### src/design/blanking_map.vh
`ifndef BLANKING_MAP_VH
`define BLANKING_MAP_VH

// beam geometry
`define BB_NUM_BEAMS 32
`define BB_MAX_REGIONS 6'h0A
`define BB_MIN_GAP_BEAMS 6'h01
`define BB_RED_RES_BEAMS 6'h02
`define BB_SYNC_FIRST 0
`define BB_SYNC_LAST 31

// core clock rate and operator timing
`define BB_CLK_KHZ 20000
`define BB_TEACH_MIN_MS 150
`define BB_TEACH_MAX_MS 4000
`define BB_CTL_WINDOW_MS 500
`define BB_FLASH_HALF_MS 250
// cycle counts are the ms figures times the clock rate in kHz,
// sized to the 27-bit timer width so no bits are dropped
`define BB_TEACH_MIN_CYC 27'h02DC6C0
`define BB_TEACH_MAX_CYC 27'h4C4B400
`define BB_CTL_WINDOW_CYC 27'h0989680
`define BB_FLASH_HALF_CYC 27'h04C4B40

// register byte offsets
`define BB_REG_CTRL 5'h00
`define BB_REG_STATUS 5'h04
`define BB_REG_FIXED_MASK 5'h08
`define BB_REG_FLOAT_MASK 5'h0C
`define BB_REG_BEAMS 5'h10

// control register fields and reset
`define BB_CTRL_MODE_LSB 0
`define BB_CTRL_FG1_BIT 3
`define BB_CTRL_MODE_RST 3'h1

// status register fields
`define BB_ST_TEACHING 0
`define BB_ST_BLANK_EN 1
`define BB_ST_OUTPUT_ON 2
`define BB_ST_SIZE_ERR 3
`define BB_ST_CONFIG_ERR 4
`define BB_ST_CTL_ERR 5
`define BB_ST_REGIONS_LSB 8

`endif

### src/design/beam_blanking_and_teach_control.v
// Chosen here: the Avalon-MM interface to the registers and the register addresses.
`timescale 1ns/1ps
`include "blanking_map.vh"
`default_nettype none
module beam_blanking_and_teach_control #(
  parameter [26:0] TEACH_MIN_CYC = `BB_TEACH_MIN_CYC,
  parameter [26:0] TEACH_MAX_CYC = `BB_TEACH_MAX_CYC,
  parameter [26:0] CTL_WINDOW_CYC = `BB_CTL_WINDOW_CYC,
  parameter [26:0] FLASH_HALF_CYC = `BB_FLASH_HALF_CYC
) (
  // clock and reset
  input wire core_clk,
  input wire rstn,
  // avalon-mm slave
  input wire [4:0] avs_address,
  input wire avs_read,
  input wire avs_write,
  input wire [3:0] avs_byteenable,
  input wire [31:0] avs_writedata,
  output reg [31:0] avs_readdata,
  output reg avs_waitrequest,
  // optical front end, same clock
  input wire [31:0] beam_blocked,
  input wire scan_done,
  // operator pins
  input wire teach_key,
  input wire blank_ctl_a,
  input wire blank_ctl_b,
  // outputs
  output reg safety_switching_output,
  output reg blanking_status_indicator,
  output reg teach_size_error_message
);

  localparam TS_IDLE = 1'b0;
  localparam TS_TEACH = 1'b1;
  localparam CS_IDLE = 1'b0;
  localparam CS_WAIT = 1'b1;

  function [5:0] popcount;
    input [31:0] v;
    integer i;
    begin
      popcount = 6'h00;
      for (i = 0; i < `BB_NUM_BEAMS; i = i + 1)
        popcount = popcount + {5'h00, v[i]};
    end
  endfunction

  function [5:0] region_count;
    input [31:0] v;
    integer i;
    reg prev;
    begin
      region_count = 6'h00;
      prev = 1'b0;
      for (i = 0; i < `BB_NUM_BEAMS; i = i + 1) begin
        if (v[i] && !prev)
          region_count = region_count + 6'h01;
        prev = v[i];
      end
    end
  endfunction

  // 1 when every gap between two regions is at least BB_MIN_GAP_BEAMS
  function gap_ok;
    input [31:0] v;
    integer i;
    reg seen;
    reg [5:0] gap;
    begin
      gap_ok = 1'b1;
      seen = 1'b0;
      gap = 6'h00;
      for (i = 0; i < `BB_NUM_BEAMS; i = i + 1) begin
        if (v[i]) begin
          if (seen && gap != 6'h00 && gap < `BB_MIN_GAP_BEAMS)
            gap_ok = 1'b0;
          seen = 1'b1;
          gap = 6'h00;
        end else if (seen) begin
          gap = gap + 6'h01;
        end
      end
    end
  endfunction

  function [5:0] max_run;
    input [31:0] v;
    integer i;
    reg [5:0] run;
    begin
      max_run = 6'h00;
      run = 6'h00;
      for (i = 0; i < `BB_NUM_BEAMS; i = i + 1) begin
        run = v[i] ? run + 6'h01 : 6'h00;
        if (run > max_run)
          max_run = run;
      end
    end
  endfunction

  // pin synchronisers; first stages feed only second stages
  reg [2:0] pin_meta_ff;
  reg [2:0] pin_sync_ff;
  reg key_prev_ff;
  reg [1:0] ctl_prev_ff;
  always @(posedge core_clk or negedge rstn) begin
    if (!rstn) begin
      pin_meta_ff <= 3'h0;
      pin_sync_ff <= 3'h0;
      key_prev_ff <= 1'b0;
      ctl_prev_ff <= 2'h0;
    end else begin
      pin_meta_ff <= {blank_ctl_b, blank_ctl_a, teach_key};
      pin_sync_ff <= pin_meta_ff;
      key_prev_ff <= pin_sync_ff[0];
      ctl_prev_ff <= pin_sync_ff[2:1];
    end
  end
  wire key_now = pin_sync_ff[0];
  wire [1:0] ctl_now = pin_sync_ff[2:1];

  // register state
  reg [2:0] op_mode_ff;
  reg fg1_ff;
  reg config_err_ff;
  reg ctl_err_ff;
  wire mode_tol = (op_mode_ff == 3'h4) || (op_mode_ff == 3'h6);
  wire mode_ctl = (op_mode_ff == 3'h1) || (op_mode_ff == 3'h3);

  // teach key press timing
  reg [26:0] key_cnt_ff;
  wire key_release = key_prev_ff && !key_now;
  wire key_valid = key_release && key_cnt_ff >= TEACH_MIN_CYC &&
    key_cnt_ff <= TEACH_MAX_CYC;
  always @(posedge core_clk or negedge rstn) begin
    if (!rstn)
      key_cnt_ff <= 27'h0000000;
    else if (!key_now)
      key_cnt_ff <= 27'h0000000;
    else if (key_cnt_ff <= TEACH_MAX_CYC)
      key_cnt_ff <= key_cnt_ff + 27'h0000001;
  end

  // teach sequence: and-mask keeps always-blocked beams (fixed),
  // or-mask keeps the whole area any object passed (floating)
  reg teach_state_ff;
  reg teach_first_ff;
  reg [31:0] and_mask_ff;
  reg [31:0] or_mask_ff;
  reg [5:0] ref_size_ff;
  reg [31:0] fixed_mask_ff;
  reg [31:0] float_mask_ff;
  reg size_err_ff;
  wire [5:0] scan_size = popcount(beam_blocked);
  wire size_bad = scan_size > ref_size_ff + 6'h01 ||
    ref_size_ff > scan_size + 6'h01;
  wire [31:0] new_fixed = teach_first_ff ? 32'h00000000 : and_mask_ff;
  wire [31:0] new_float = or_mask_ff & ~new_fixed;
  wire [5:0] new_fix_regions = region_count(new_fixed);
  wire [5:0] new_flt_regions = region_count(new_float);
  wire new_ok = new_fix_regions <= `BB_MAX_REGIONS &&
    new_flt_regions <= `BB_MAX_REGIONS &&
    !(or_mask_ff[`BB_SYNC_FIRST] && or_mask_ff[`BB_SYNC_LAST]) &&
    gap_ok(or_mask_ff);
  wire st_clear_size;
  wire st_clear_cfg;

  always @(posedge core_clk or negedge rstn) begin
    if (!rstn) begin
      teach_state_ff <= TS_IDLE;
      teach_first_ff <= 1'b1;
      and_mask_ff <= 32'hFFFFFFFF;
      or_mask_ff <= 32'h00000000;
      ref_size_ff <= 6'h00;
      fixed_mask_ff <= 32'h00000000;
      float_mask_ff <= 32'h00000000;
      size_err_ff <= 1'b0;
      config_err_ff <= 1'b0;
    end else begin
      if (st_clear_size)
        size_err_ff <= 1'b0;
      if (st_clear_cfg)
        config_err_ff <= 1'b0;
      case (teach_state_ff)
        TS_IDLE: begin
          if (key_valid) begin
            teach_state_ff <= TS_TEACH;
            teach_first_ff <= 1'b1;
            and_mask_ff <= 32'hFFFFFFFF;
            or_mask_ff <= 32'h00000000;
          end
        end
        TS_TEACH: begin
          if (scan_done && !teach_first_ff && size_bad) begin
            teach_state_ff <= TS_IDLE;
            size_err_ff <= 1'b1;
          end else if (key_valid) begin
            teach_state_ff <= TS_IDLE;
            if (new_ok) begin
              fixed_mask_ff <= new_fixed;
              float_mask_ff <= new_float;
            end else begin
              config_err_ff <= 1'b1;
            end
          end else if (scan_done) begin
            teach_first_ff <= 1'b0;
            if (teach_first_ff)
              ref_size_ff <= scan_size;
            and_mask_ff <= and_mask_ff & beam_blocked;
            or_mask_ff <= or_mask_ff | beam_blocked;
          end
        end
        default: teach_state_ff <= TS_IDLE;
      endcase
    end
  end

  // two-channel complementary switch sequence
  reg ctl_state_ff;
  reg [1:0] ctl_target_ff;
  reg [26:0] ctl_cnt_ff;
  reg blank_en_ff;
  wire st_clear_ctl;
  wire ctl_compl = ctl_prev_ff[0] != ctl_prev_ff[1];
  always @(posedge core_clk or negedge rstn) begin
    if (!rstn) begin
      ctl_state_ff <= CS_IDLE;
      ctl_target_ff <= 2'h0;
      ctl_cnt_ff <= 27'h0000000;
      blank_en_ff <= 1'b0;
      ctl_err_ff <= 1'b0;
    end else begin
      if (st_clear_ctl)
        ctl_err_ff <= 1'b0;
      case (ctl_state_ff)
        CS_IDLE: begin
          ctl_cnt_ff <= 27'h0000000;
          if (ctl_compl && ctl_now == ~ctl_prev_ff) begin
            blank_en_ff <= ctl_now[0];
          end else if (ctl_compl && ctl_now != ctl_prev_ff) begin
            ctl_state_ff <= CS_WAIT;
            ctl_target_ff <= ~ctl_prev_ff;
          end
        end
        CS_WAIT: begin
          ctl_cnt_ff <= ctl_cnt_ff + 27'h0000001;
          if (ctl_now == ctl_target_ff) begin
            ctl_state_ff <= CS_IDLE;
            blank_en_ff <= ctl_target_ff[0];
          end else if (ctl_cnt_ff >= CTL_WINDOW_CYC) begin
            ctl_state_ff <= CS_IDLE;
            ctl_err_ff <= 1'b1;
          end
        end
        default: ctl_state_ff <= CS_IDLE;
      endcase
    end
  end

  // per-scan evaluation of the protective field
  wire blanking_on = !mode_ctl || blank_en_ff;
  wire float_on = blanking_on && op_mode_ff == 3'h3 &&
    float_mask_ff != 32'h00000000;
  wire red_res_on = float_on ||
    (op_mode_ff == 3'h3 && fg1_ff);
  wire [31:0] fix_act = blanking_on ? fixed_mask_ff : 32'h00000000;
  wire [31:0] fix_zone = mode_tol ?
    (fix_act | (fix_act << 1) | (fix_act >> 1)) :
    fix_act;
  wire [31:0] flt_zone = float_on ? float_mask_ff : 32'h00000000;
  wire fix_present = mode_tol ?
    popcount(beam_blocked & fix_zone) >= popcount(fix_act) :
    (beam_blocked & fix_act) == fix_act;
  wire flt_present = !float_on ||
    (beam_blocked & flt_zone) != 32'h00000000;
  wire [31:0] violation = beam_blocked & ~fix_zone & ~flt_zone;
  // reduced resolution only bounds object width, never counts objects
  wire field_ok = red_res_on ?
    max_run(violation) <= `BB_RED_RES_BEAMS :
    violation == 32'h00000000;
  wire output_on = teach_state_ff == TS_IDLE && field_ok &&
    fix_present && flt_present;

  // indicator flash timebase
  reg [26:0] flash_cnt_ff;
  reg flash_ff;
  reg [31:0] beams_ff;
  always @(posedge core_clk or negedge rstn) begin
    if (!rstn) begin
      flash_cnt_ff <= 27'h0000000;
      flash_ff <= 1'b0;
      beams_ff <= 32'h00000000;
      safety_switching_output <= 1'b0;
      blanking_status_indicator <= 1'b0;
      teach_size_error_message <= 1'b0;
    end else begin
      if (flash_cnt_ff >= FLASH_HALF_CYC - 27'h0000001) begin
        flash_cnt_ff <= 27'h0000000;
        flash_ff <= ~flash_ff;
      end else begin
        flash_cnt_ff <= flash_cnt_ff + 27'h0000001;
      end
      if (scan_done) begin
        beams_ff <= beam_blocked;
        safety_switching_output <= output_on;
      end else if (teach_state_ff == TS_TEACH) begin
        safety_switching_output <= 1'b0;
      end
      if (teach_state_ff == TS_TEACH)
        blanking_status_indicator <= flash_ff;
      else
        blanking_status_indicator <= blanking_on &&
          (fixed_mask_ff | float_mask_ff) != 32'h00000000;
      teach_size_error_message <= size_err_ff;
    end
  end

  // avalon slave: one wait state, write lands when waitrequest is low
  wire bus_req = avs_read || avs_write;
  wire bus_wr = avs_write && !avs_waitrequest;
  wire sel_status = avs_address == `BB_REG_STATUS;
  assign st_clear_size = bus_wr && sel_status && avs_byteenable[0] &&
    avs_writedata[`BB_ST_SIZE_ERR] && !(scan_done && size_bad &&
    teach_state_ff == TS_TEACH && !teach_first_ff);
  assign st_clear_cfg = bus_wr && sel_status && avs_byteenable[0] &&
    avs_writedata[`BB_ST_CONFIG_ERR];
  assign st_clear_ctl = bus_wr && sel_status && avs_byteenable[0] &&
    avs_writedata[`BB_ST_CTL_ERR];

  reg [31:0] rd_mux;
  always @* begin
    rd_mux = 32'h00000000;
    case (avs_address)
      `BB_REG_CTRL: begin
        rd_mux[`BB_CTRL_MODE_LSB +: 3] = op_mode_ff;
        rd_mux[`BB_CTRL_FG1_BIT] = fg1_ff;
      end
      `BB_REG_STATUS: begin
        rd_mux[`BB_ST_TEACHING] = teach_state_ff;
        rd_mux[`BB_ST_BLANK_EN] = blanking_on;
        rd_mux[`BB_ST_OUTPUT_ON] = safety_switching_output;
        rd_mux[`BB_ST_SIZE_ERR] = size_err_ff;
        rd_mux[`BB_ST_CONFIG_ERR] = config_err_ff;
        rd_mux[`BB_ST_CTL_ERR] = ctl_err_ff;
        rd_mux[`BB_ST_REGIONS_LSB +: 6] =
          region_count(fixed_mask_ff | float_mask_ff);
      end
      `BB_REG_FIXED_MASK: rd_mux = fixed_mask_ff;
      `BB_REG_FLOAT_MASK: rd_mux = float_mask_ff;
      `BB_REG_BEAMS: rd_mux = beams_ff;
      default: rd_mux = 32'h00000000;
    endcase
  end

  always @(posedge core_clk or negedge rstn) begin
    if (!rstn) begin
      avs_waitrequest <= 1'b1;
      avs_readdata <= 32'h00000000;
      op_mode_ff <= `BB_CTRL_MODE_RST;
      fg1_ff <= 1'b0;
    end else begin
      avs_waitrequest <= !(bus_req && avs_waitrequest);
      if (avs_read && avs_waitrequest)
        avs_readdata <= rd_mux;
      if (bus_wr && avs_address == `BB_REG_CTRL && avs_byteenable[0]) begin
        op_mode_ff <= avs_writedata[`BB_CTRL_MODE_LSB +: 3];
        fg1_ff <= avs_writedata[`BB_CTRL_FG1_BIT];
      end
    end
  end

endmodule // beam_blanking_and_teach_control
`default_nettype wire

### config.mk
export PLATFORM = sky130hd
export DESIGN_NAME = beam_blanking_and_teach_control
export DESIGN_NICKNAME = d
export VERILOG_FILES = /design/src/design/beam_blanking_and_teach_control.v
export VERILOG_INCLUDE_DIRS = /design/src /design/src/design
export SDC_FILE = /design/constraint.sdc
export NUM_CORES = 2
export LEC_CHECK = 0
export BUFFER_PORTS_ARGS = -buffer_cell sky130_fd_sc_hd__buf_2
export CORE_ASPECT_RATIO = 1.5
export CORE_MARGIN = 3
export CORE_UTILIZATION = 55
export CTS_BUF_LIST = sky130_fd_sc_hd__clkbuf_8
export DETAILED_ROUTE_END_ITERATION = 8
export PLACE_DENSITY = 0.74
export SYNTH_ARGS = -nofsm -noshare
export SYNTH_HDL_FRONTEND = slang
export SYNTH_SLANG_ARGS = --single-unit
### constraint.sdc
create_clock -name core_clk -period 145.2 [get_ports core_clk]
set_clock_uncertainty 0.05 [all_clocks]
set_input_delay 21.78 -clock core_clk [delete_from_list [all_inputs] [get_ports core_clk]]
set_output_delay 21.78 -clock core_clk [all_outputs]
set_load 0.005 [all_outputs]
# ---- Word level (Yosys, flattened, before mapping)
# Cells that the tools add are included.
dict set report classes {
  add_sub_neg 251
  mul 0
  n_div 0
  n_lt_le_gt_ge 72
  eq_ne 20
  shift 0
  muxes 399
  bitwise 21
  n_reduce_logical 334
}
# cell n
set ops {}
lappend ops {{6-bit 2-to-1 mux} 241}
lappend ops {{6-bit by 1-bit adder with 6-bit output, second input constant} 150}
lappend ops {{6-bit by 1-bit adder with 6-bit output} 78}
lappend ops {{32-bit 2-to-1 mux} 12}
lappend ops {{32-bit bitwise AND} 7}
lappend ops {{1-bit logical AND} 185}
lappend ops {{6-bit by 1-bit less-than comparator with 1-bit output, second input constant} 30}
lappend ops {{6-bit nonzero test} 30}
lappend ops {{6-bit > comparator} 29}
lappend ops {{32-bit one-hot mux with 2 select lines} 2}
lappend ops {{1-bit 2-to-1 mux} 127}
lappend ops {{1-bit logical NOT} 101}
lappend ops {{32-bit NOT} 3}
lappend ops {{32-bit OR} 3}
lappend ops {{32-bit nonzero test} 3}
lappend ops {{27-bit by 1-bit adder with 27-bit output, second input constant} 3}
lappend ops {{27-bit 2-to-1 mux} 3}
lappend ops {{18-bit one-hot mux with 3 select lines} 1}
lappend ops {{27-bit one-hot mux with 2 select lines} 1}
lappend ops {{32-bit == test} 1}
lappend ops {{32-bit logical NOT} 1}
lappend ops {{32-bit by 31-bit OR with 32-bit output} 1}
lappend ops {{27-bit by 22-bit greater-or-equal comparator with 1-bit output, second input constant} 1}
lappend ops {{27-bit by 23-bit greater-or-equal comparator with 1-bit output, second input constant} 1}
lappend ops {{49 further kinds} 83}
dict set report totals {
  reg_bits 306
  latchBits 0
  ram_bits 0
  romBits 0
  out_inout_bits 36
  mem_count 0
}

# ---- Longest topological paths before layout
dict set report logic_depth {
  depth_word 100
  mapped_depth 288
  mapped_depth_nobuf 272
}

# ---- Worst setup path before layout
# OpenSTA, ideal clock, no wires.
dict set report synth_path {
  path_type {input to register}
  startpoint {input port beam_blocked[0]}
  endpoint {register safety_switching_output}
  setup_ps 95
  arrival_ps 68375
  required_time_ps 145055
  slack_ps 76679
  path_stages 251
  n_path_buf 12
  cell_sequence {nand3_1 > ha_1 > ha_1 > and3_1 > ha_1 > nand2_1 > a21oi_1 > o21ai_0 > nor2_1 > a21oi_1 > ha_1 > nor2b_1 > o21ai_0 > a32oi_1 > and4_1 > a211oi_1 > ha_1 > o21a_1 > [215 not listed] > and2_1 > mux2i_1 > a21oi_1 > o21ai_2 > mux2_1 > ha_1 > nor2b_1 > o21a_1 > o21ai_0 > nand2b_1 > a21oi_1 > nor2b_1 > o22ai_1 > a21oi_1 > or4b_2 > o21bai_1 > a21oi_1 > o31ai_1}
}
dict set report synth_between {
  elab_chain_cells 73
  word_cells_on_any_way 175
  classes_between {add/sub: 62; order compare: 34; eq/ne: 1; mux: 67; bitwise: 5; reduce/logical: 6}
}
# element line
set synth_lines {}
lappend synth_lines {{start: declaration} beam_blanking_and_teach_control.v:23} ;# input wire [31:0] beam_blocked,
lappend synth_lines {{32-bit bitwise AND (2 in a row)} beam_blanking_and_teach_control.v:278} ;# wire [31:0] violation = beam_blocked & ~fix_zone & ~flt_zone;
lappend synth_lines {{1-bit 2-to-1 mux} beam_blanking_and_teach_control.v:96} ;# run = v[i] ? run + 6'h01 : 6'h00;
lappend synth_lines {{1-bit by 1-bit adder with 2-bit output or 1-bit > comparator (tied branches)} {beam_blanking_and_teach_control.v:96, beam_blanking_and_teach_control.v:97}}
lappend synth_lines {{2-bit 2-to-1 mux or 6-bit 2-to-1 mux (tied branches)} {beam_blanking_and_teach_control.v:96, beam_blanking_and_teach_control.v:97}}
lappend synth_lines {{2-bit by 1-bit adder with 3-bit output or 2-bit by 6-bit > comparator with 1-bit output (tied branches)} {beam_blanking_and_teach_control.v:96, beam_blanking_and_teach_control.v:97}}
lappend synth_lines {{3-bit 2-to-1 mux or 6-bit 2-to-1 mux (tied branches)} {beam_blanking_and_teach_control.v:96, beam_blanking_and_teach_control.v:97}}
lappend synth_lines {{3-bit by 1-bit adder with 4-bit output or 3-bit by 6-bit > comparator with 1-bit output (tied branches)} {beam_blanking_and_teach_control.v:96, beam_blanking_and_teach_control.v:97}}
lappend synth_lines {{4-bit 2-to-1 mux or 6-bit 2-to-1 mux (tied branches)} {beam_blanking_and_teach_control.v:96, beam_blanking_and_teach_control.v:97}}
lappend synth_lines {{[55 not listed]} --}
lappend synth_lines {{6-bit 2-to-1 mux, on equally long branches} {beam_blanking_and_teach_control.v:96, beam_blanking_and_teach_control.v:97}}
lappend synth_lines {{6-bit > comparator} beam_blanking_and_teach_control.v:97} ;# if (run > max_run)
lappend synth_lines {{6-bit 2-to-1 mux} beam_blanking_and_teach_control.v:97}
lappend synth_lines {{6-bit by 2-bit <= comparator with 1-bit output (no line)} --}
lappend synth_lines {{1-bit 2-to-1 mux} beam_blanking_and_teach_control.v:280} ;# wire field_ok = red_res_on ?
lappend synth_lines {{1-bit logical AND (2 in a row)} beam_blanking_and_teach_control.v:283} ;# wire output_on = teach_state_ff == TS_IDLE && field_ok &&
lappend synth_lines {{1-bit logical AND *} beam_blanking_and_teach_control.v:284} ;# fix_present && flt_present;
lappend synth_lines {{1-bit 2-to-1 mux *} beam_blanking_and_teach_control.v:305} ;# if (scan_done) begin
lappend synth_lines {{end signal: assignment} beam_blanking_and_teach_control.v:307} ;# safety_switching_output <= output_on;
lappend synth_lines {{end: declaration} beam_blanking_and_teach_control.v:30} ;# output reg safety_switching_output,
# Mark *: on every way between the ends. The rest lies on a longest branch, timed or not.
# A chain may end at the register's enable or synchronous reset.

# ---- Worst setup path after layout
# Ends and elaborated chain as after synthesis.

==> flow_summary_export.csv <==
group,metric,value,unit
layout,multi_input_area,0.03204,mm2
clock_tree,tritoncts_clock_tree,"done",
min_path,worstHoldPathType,"reg -> reg",
placement,hpwl,99.15,mm
clock_tree,clock-root-buffer,"clkbuf_8",
clock_tree,number_of_buffers_created_by_cts,51,
timing,setup_tns,0,ns
synthesis,ys.flop_type,"dfrtp_1",
global_route,antenna_found_initial,13,
synthesis,synthCells,5476,
clock_tree,cts_hold_repair.buffers,0,
floorplanning,rows,123,
timing,hold_viol_final,0,
synthesis,fraction_of_registers_with_async_set_or_reset_after_synthesis,100.0,%
route,drc_errors,0,
route,antenna_violating_nets_post_route,0,
placement,placement.cell_area,0.04309,mm2
setup_path,worst_path_largest_cell_delay,0.71,ns
setup_path,endpoint_kind,"flip-flop",
timing,fin_crit,77.14,ns
run_status,result_of_the_run,"completed",
clock_tree,clkTransAtPathRegs,0.08,ns
setup_path,critPathKind,"in -> reg",
route,drt-total-wl,126.1,mm
global_route,maximum_number_of_pins_on_one_net_before_global_route_repair,102,
setup_path,nature_of_the_critical_path_startpoint,"input pin",
setup_path,worst-endpoint-arrival,77.67,ns
synthesis,synth.top_cells.by_area,"dfrtp_1 (16%), ha_1 (10%), xnor2_1 (6.9%)",
run,maxCapViolations,0,
floorplanning,design.die.area,0.07954,mm2
placement,gp_congestion,0.9646,
floorplanning,die_height,343.9,um
setup_path,slowest_cell_on_the_critical_path,"a211oi_2",
synthesis,synth_seq_cells,306,
floorplanning,floorplan.initialDensity,55.64,%
setup_path,cpMostUsedCell,"ha_1",
layout,fin_area,0.04436,mm2
synthesis,syn-cell-area,0.04187,mm2
timing,final_setup_violating_endpoints,0,
timing,timing_max_transition_violations_final,0,
layout,layout.core_utilization,58.95,%
route,wire_per_inst,19.33,um
synthesis,synth_warnings,0,
timing,grt_setup_unrepaired,"false",
route,detailedRoute.firstIterationViolations,2841,
global_route,global_route_wire_length_before_repair,200.7,mm
synthesis,synth_enable_flop_cells,0,
synthesis,post_synthesis_average_cell_area,7.646,um2
clock_tree,clock_latency,0.71,ns
layout,fillcell_total,6967,
synthesis,synth_area_leader_cell,"dfrtp_1",
timing,fmax,12.96,MHz
setup_path,timing.critical_path.max_delay_family,"compound AO/OA/AOI/OAI gates",
setup_path,worst-path-max-fanout,19,
timing,min_period_over_period,53.13,%
clock_tree,clock_tree.htree_level_count,2,
clock_tree,cts.path.max_buffers,3,
global_route,gr-total-overflow,0,
layout,layout.area.seq,0.007701,mm2
synthesis,ys_types,148,
layout,finish.net_count,5973,
placement,port-buffer-count,87,
floorplanning,ios,117,
synthesis,synth_largest_type_area_fraction,16.20,%
timing,hold_slack,0.3076,ns
floorplanning,design.core.area,0.07526,mm2
global_route,grtUsageTotal,30.94,%
layout,syn_to_final_growth,5.953,%
route,dr.pass1.iters,8,
synthesis,part_of_the_yosys_area_used_for_sequential_elements,18.39,%
timing,slew_headroom,24.76,%
clock_tree,tritoncts_num_sinks,306,
layout,post_route_cells_drive_above_1_share,9.463,%
route,total_via_count_after_detailed_routing,40330,
route,vias_per_cell,6.182,
clock_tree,post_cts.repair.setup_buffers,0,
timing,worstMarginPinSlew,1.126,ns
floorplanning,dieWidth,231.3,um
clock_tree,count_of_instances_resized_after_the_clock_tree_is_built,0,
setup_path,worstPathRequired,145.73,ns
setup_path,cp.buffers_inverters,6,
global_route,grt_pass1_vias,39560,
placed cells by master (no fill, tap or decap), types with 65 or more instances in the layout:
cell type / synthesis / routed
inv_1: 384 / 393
ha_1: 347 / 347
dfrtp_1: 271 / 271
mux2_2: 144 / 144
o21ai_0: 323 / 323
xor2_1: 197 / 197
and2_1: 149 / 150
buf_2: 11 / 86
and3_1: 100 / 100
nor4_1: 65 / 65
xnor2_1: 329 / 329
nand4_1: 84 / 84
a21oi_1: 239 / 239
nor3_1: 123 / 123
nand3_1: 230 / 230
clkbuf_8: 0 / 68
fa_1: 72 / 72
nor2_1: 530 / 530
nand2_1: 679 / 678
metal layers:
metal | up-vias | part of all wire (%) | wire [um] | global-route usage [%]
li1 | 19450 | - | - | -
met1 | 19240 | 40 | 49990 | 35.97
met2 | 1246 | 48 | 61140 | 54.83
met3 | 389 | 6.4 | 8073 | 5.188
met4 | 8 | 5.4 | 6857 | 15.43
met5 | - | 0.037 | 47 | 0.2451
worst paths after layout:
kind                                      start                 endpoint  slack, ns  depth (start not counted)
worst max-delay path            beam_blocked[0]  safety_switching_output      68.06                        242
worst min-delay path             pin_meta_ff[1]           pin_sync_ff[1]       0.31                          0
worst max register to register    op_mode_ff[0]  safety_switching_output      87.36                        246
worst min register to register   pin_meta_ff[1]           pin_sync_ff[1]       0.31                          0
max in group asynchronous                  rstn          flash_cnt_ff[0]     122.52                          2
min in group asynchronous                  rstn           pin_meta_ff[0]      21.03                          1
worst reg2reg max path: cells and delay by family, from the launching register on:
kind | cells | cell delay (ns)
DFF | 1 | 0.75
and+or+nand+nor | 72 | 13.34
AOI/OAI and AO/OA | 114 | 25.37
adders and majority gates | 36 | 11.56
buffers and inverters | 5 | 0.32
muxes | 19 | 6.35
cells in the mapped netlist (27+ instances only):
library cell	instances
and3_1	100
nand2b_1	49
and2_1	149
a22oi_1	61
nor2b_1	51
a21oi_1	239
o22ai_1	35
nor3_1	123
or3_1	31
o21a_1	40
o211ai_1	37
dfrtp_1	271
nand2_1	679
mux2i_1	54
a31oi_1	39
clkbuf_1	142
mux2_2	144
dfstp_2	35
xnor2_1	329
a21o_1	48
nor4_1	65
a211oi_1	36
inv_1	384
fa_1	72
o21ai_0	323
ha_1	347
xor2_1	197
nand3_1	230
nand3b_1	27
nor2_1	530
nand4_1	84
per-stage QoR:
stage	cells	worst slack [ns]
after floorplan	5481	76.68
after global placement	6420	68.84
after detailed placement	6420	68.20
after CTS	6516	68.75
after global routing	6520	63.88
final	6524	68.06
registers in the layout, summed over array words and instances, names as in the netlist, 2 cells and up:
name / count
or_mask_ff: 32
float_mask_ff: 32
ctl_cnt_ff: 27
key_cnt_ff: 27
fixed_mask_ff: 32
pin_meta_ff: 3
and_mask_ff: 32
avs_readdata: 32
beams_ff: 32
ctl_prev_ff: 2
ctl_target_ff: 2
flash_cnt_ff: 27
op_mode_ff: 3
pin_sync_ff: 3
ref_size_ff: 6
final cells by class:
cell class / count / area share, %
Multi-Input combinational cell: 4612 / 72.21
Sequential cell: 306 / 17.36
Inverter: 388 / 3.283
Tap cell: 1000 / 2.820
Clock buffer: 68 / 2.110
Timing Repair Buffer: 114 / 1.461
Clock inverter: 28 / 0.7079
Antenna cell: 8 / 0.04513
cell families after synthesis:
family,count (synthesis),synth area share [%]
simple gates,2255,26.23
compound gates,1178,19.33
buf+inv,563,5.179
xor+xnor,527,11.06
fa+ha+maj,428,14.04
flops,306,18.39
mux,217,5.758
other cells,2,0.01794
Power is left out: the tool's default activity adds up to more than one toggle a clock period on the data nets, which glitch-free logic cannot reach.
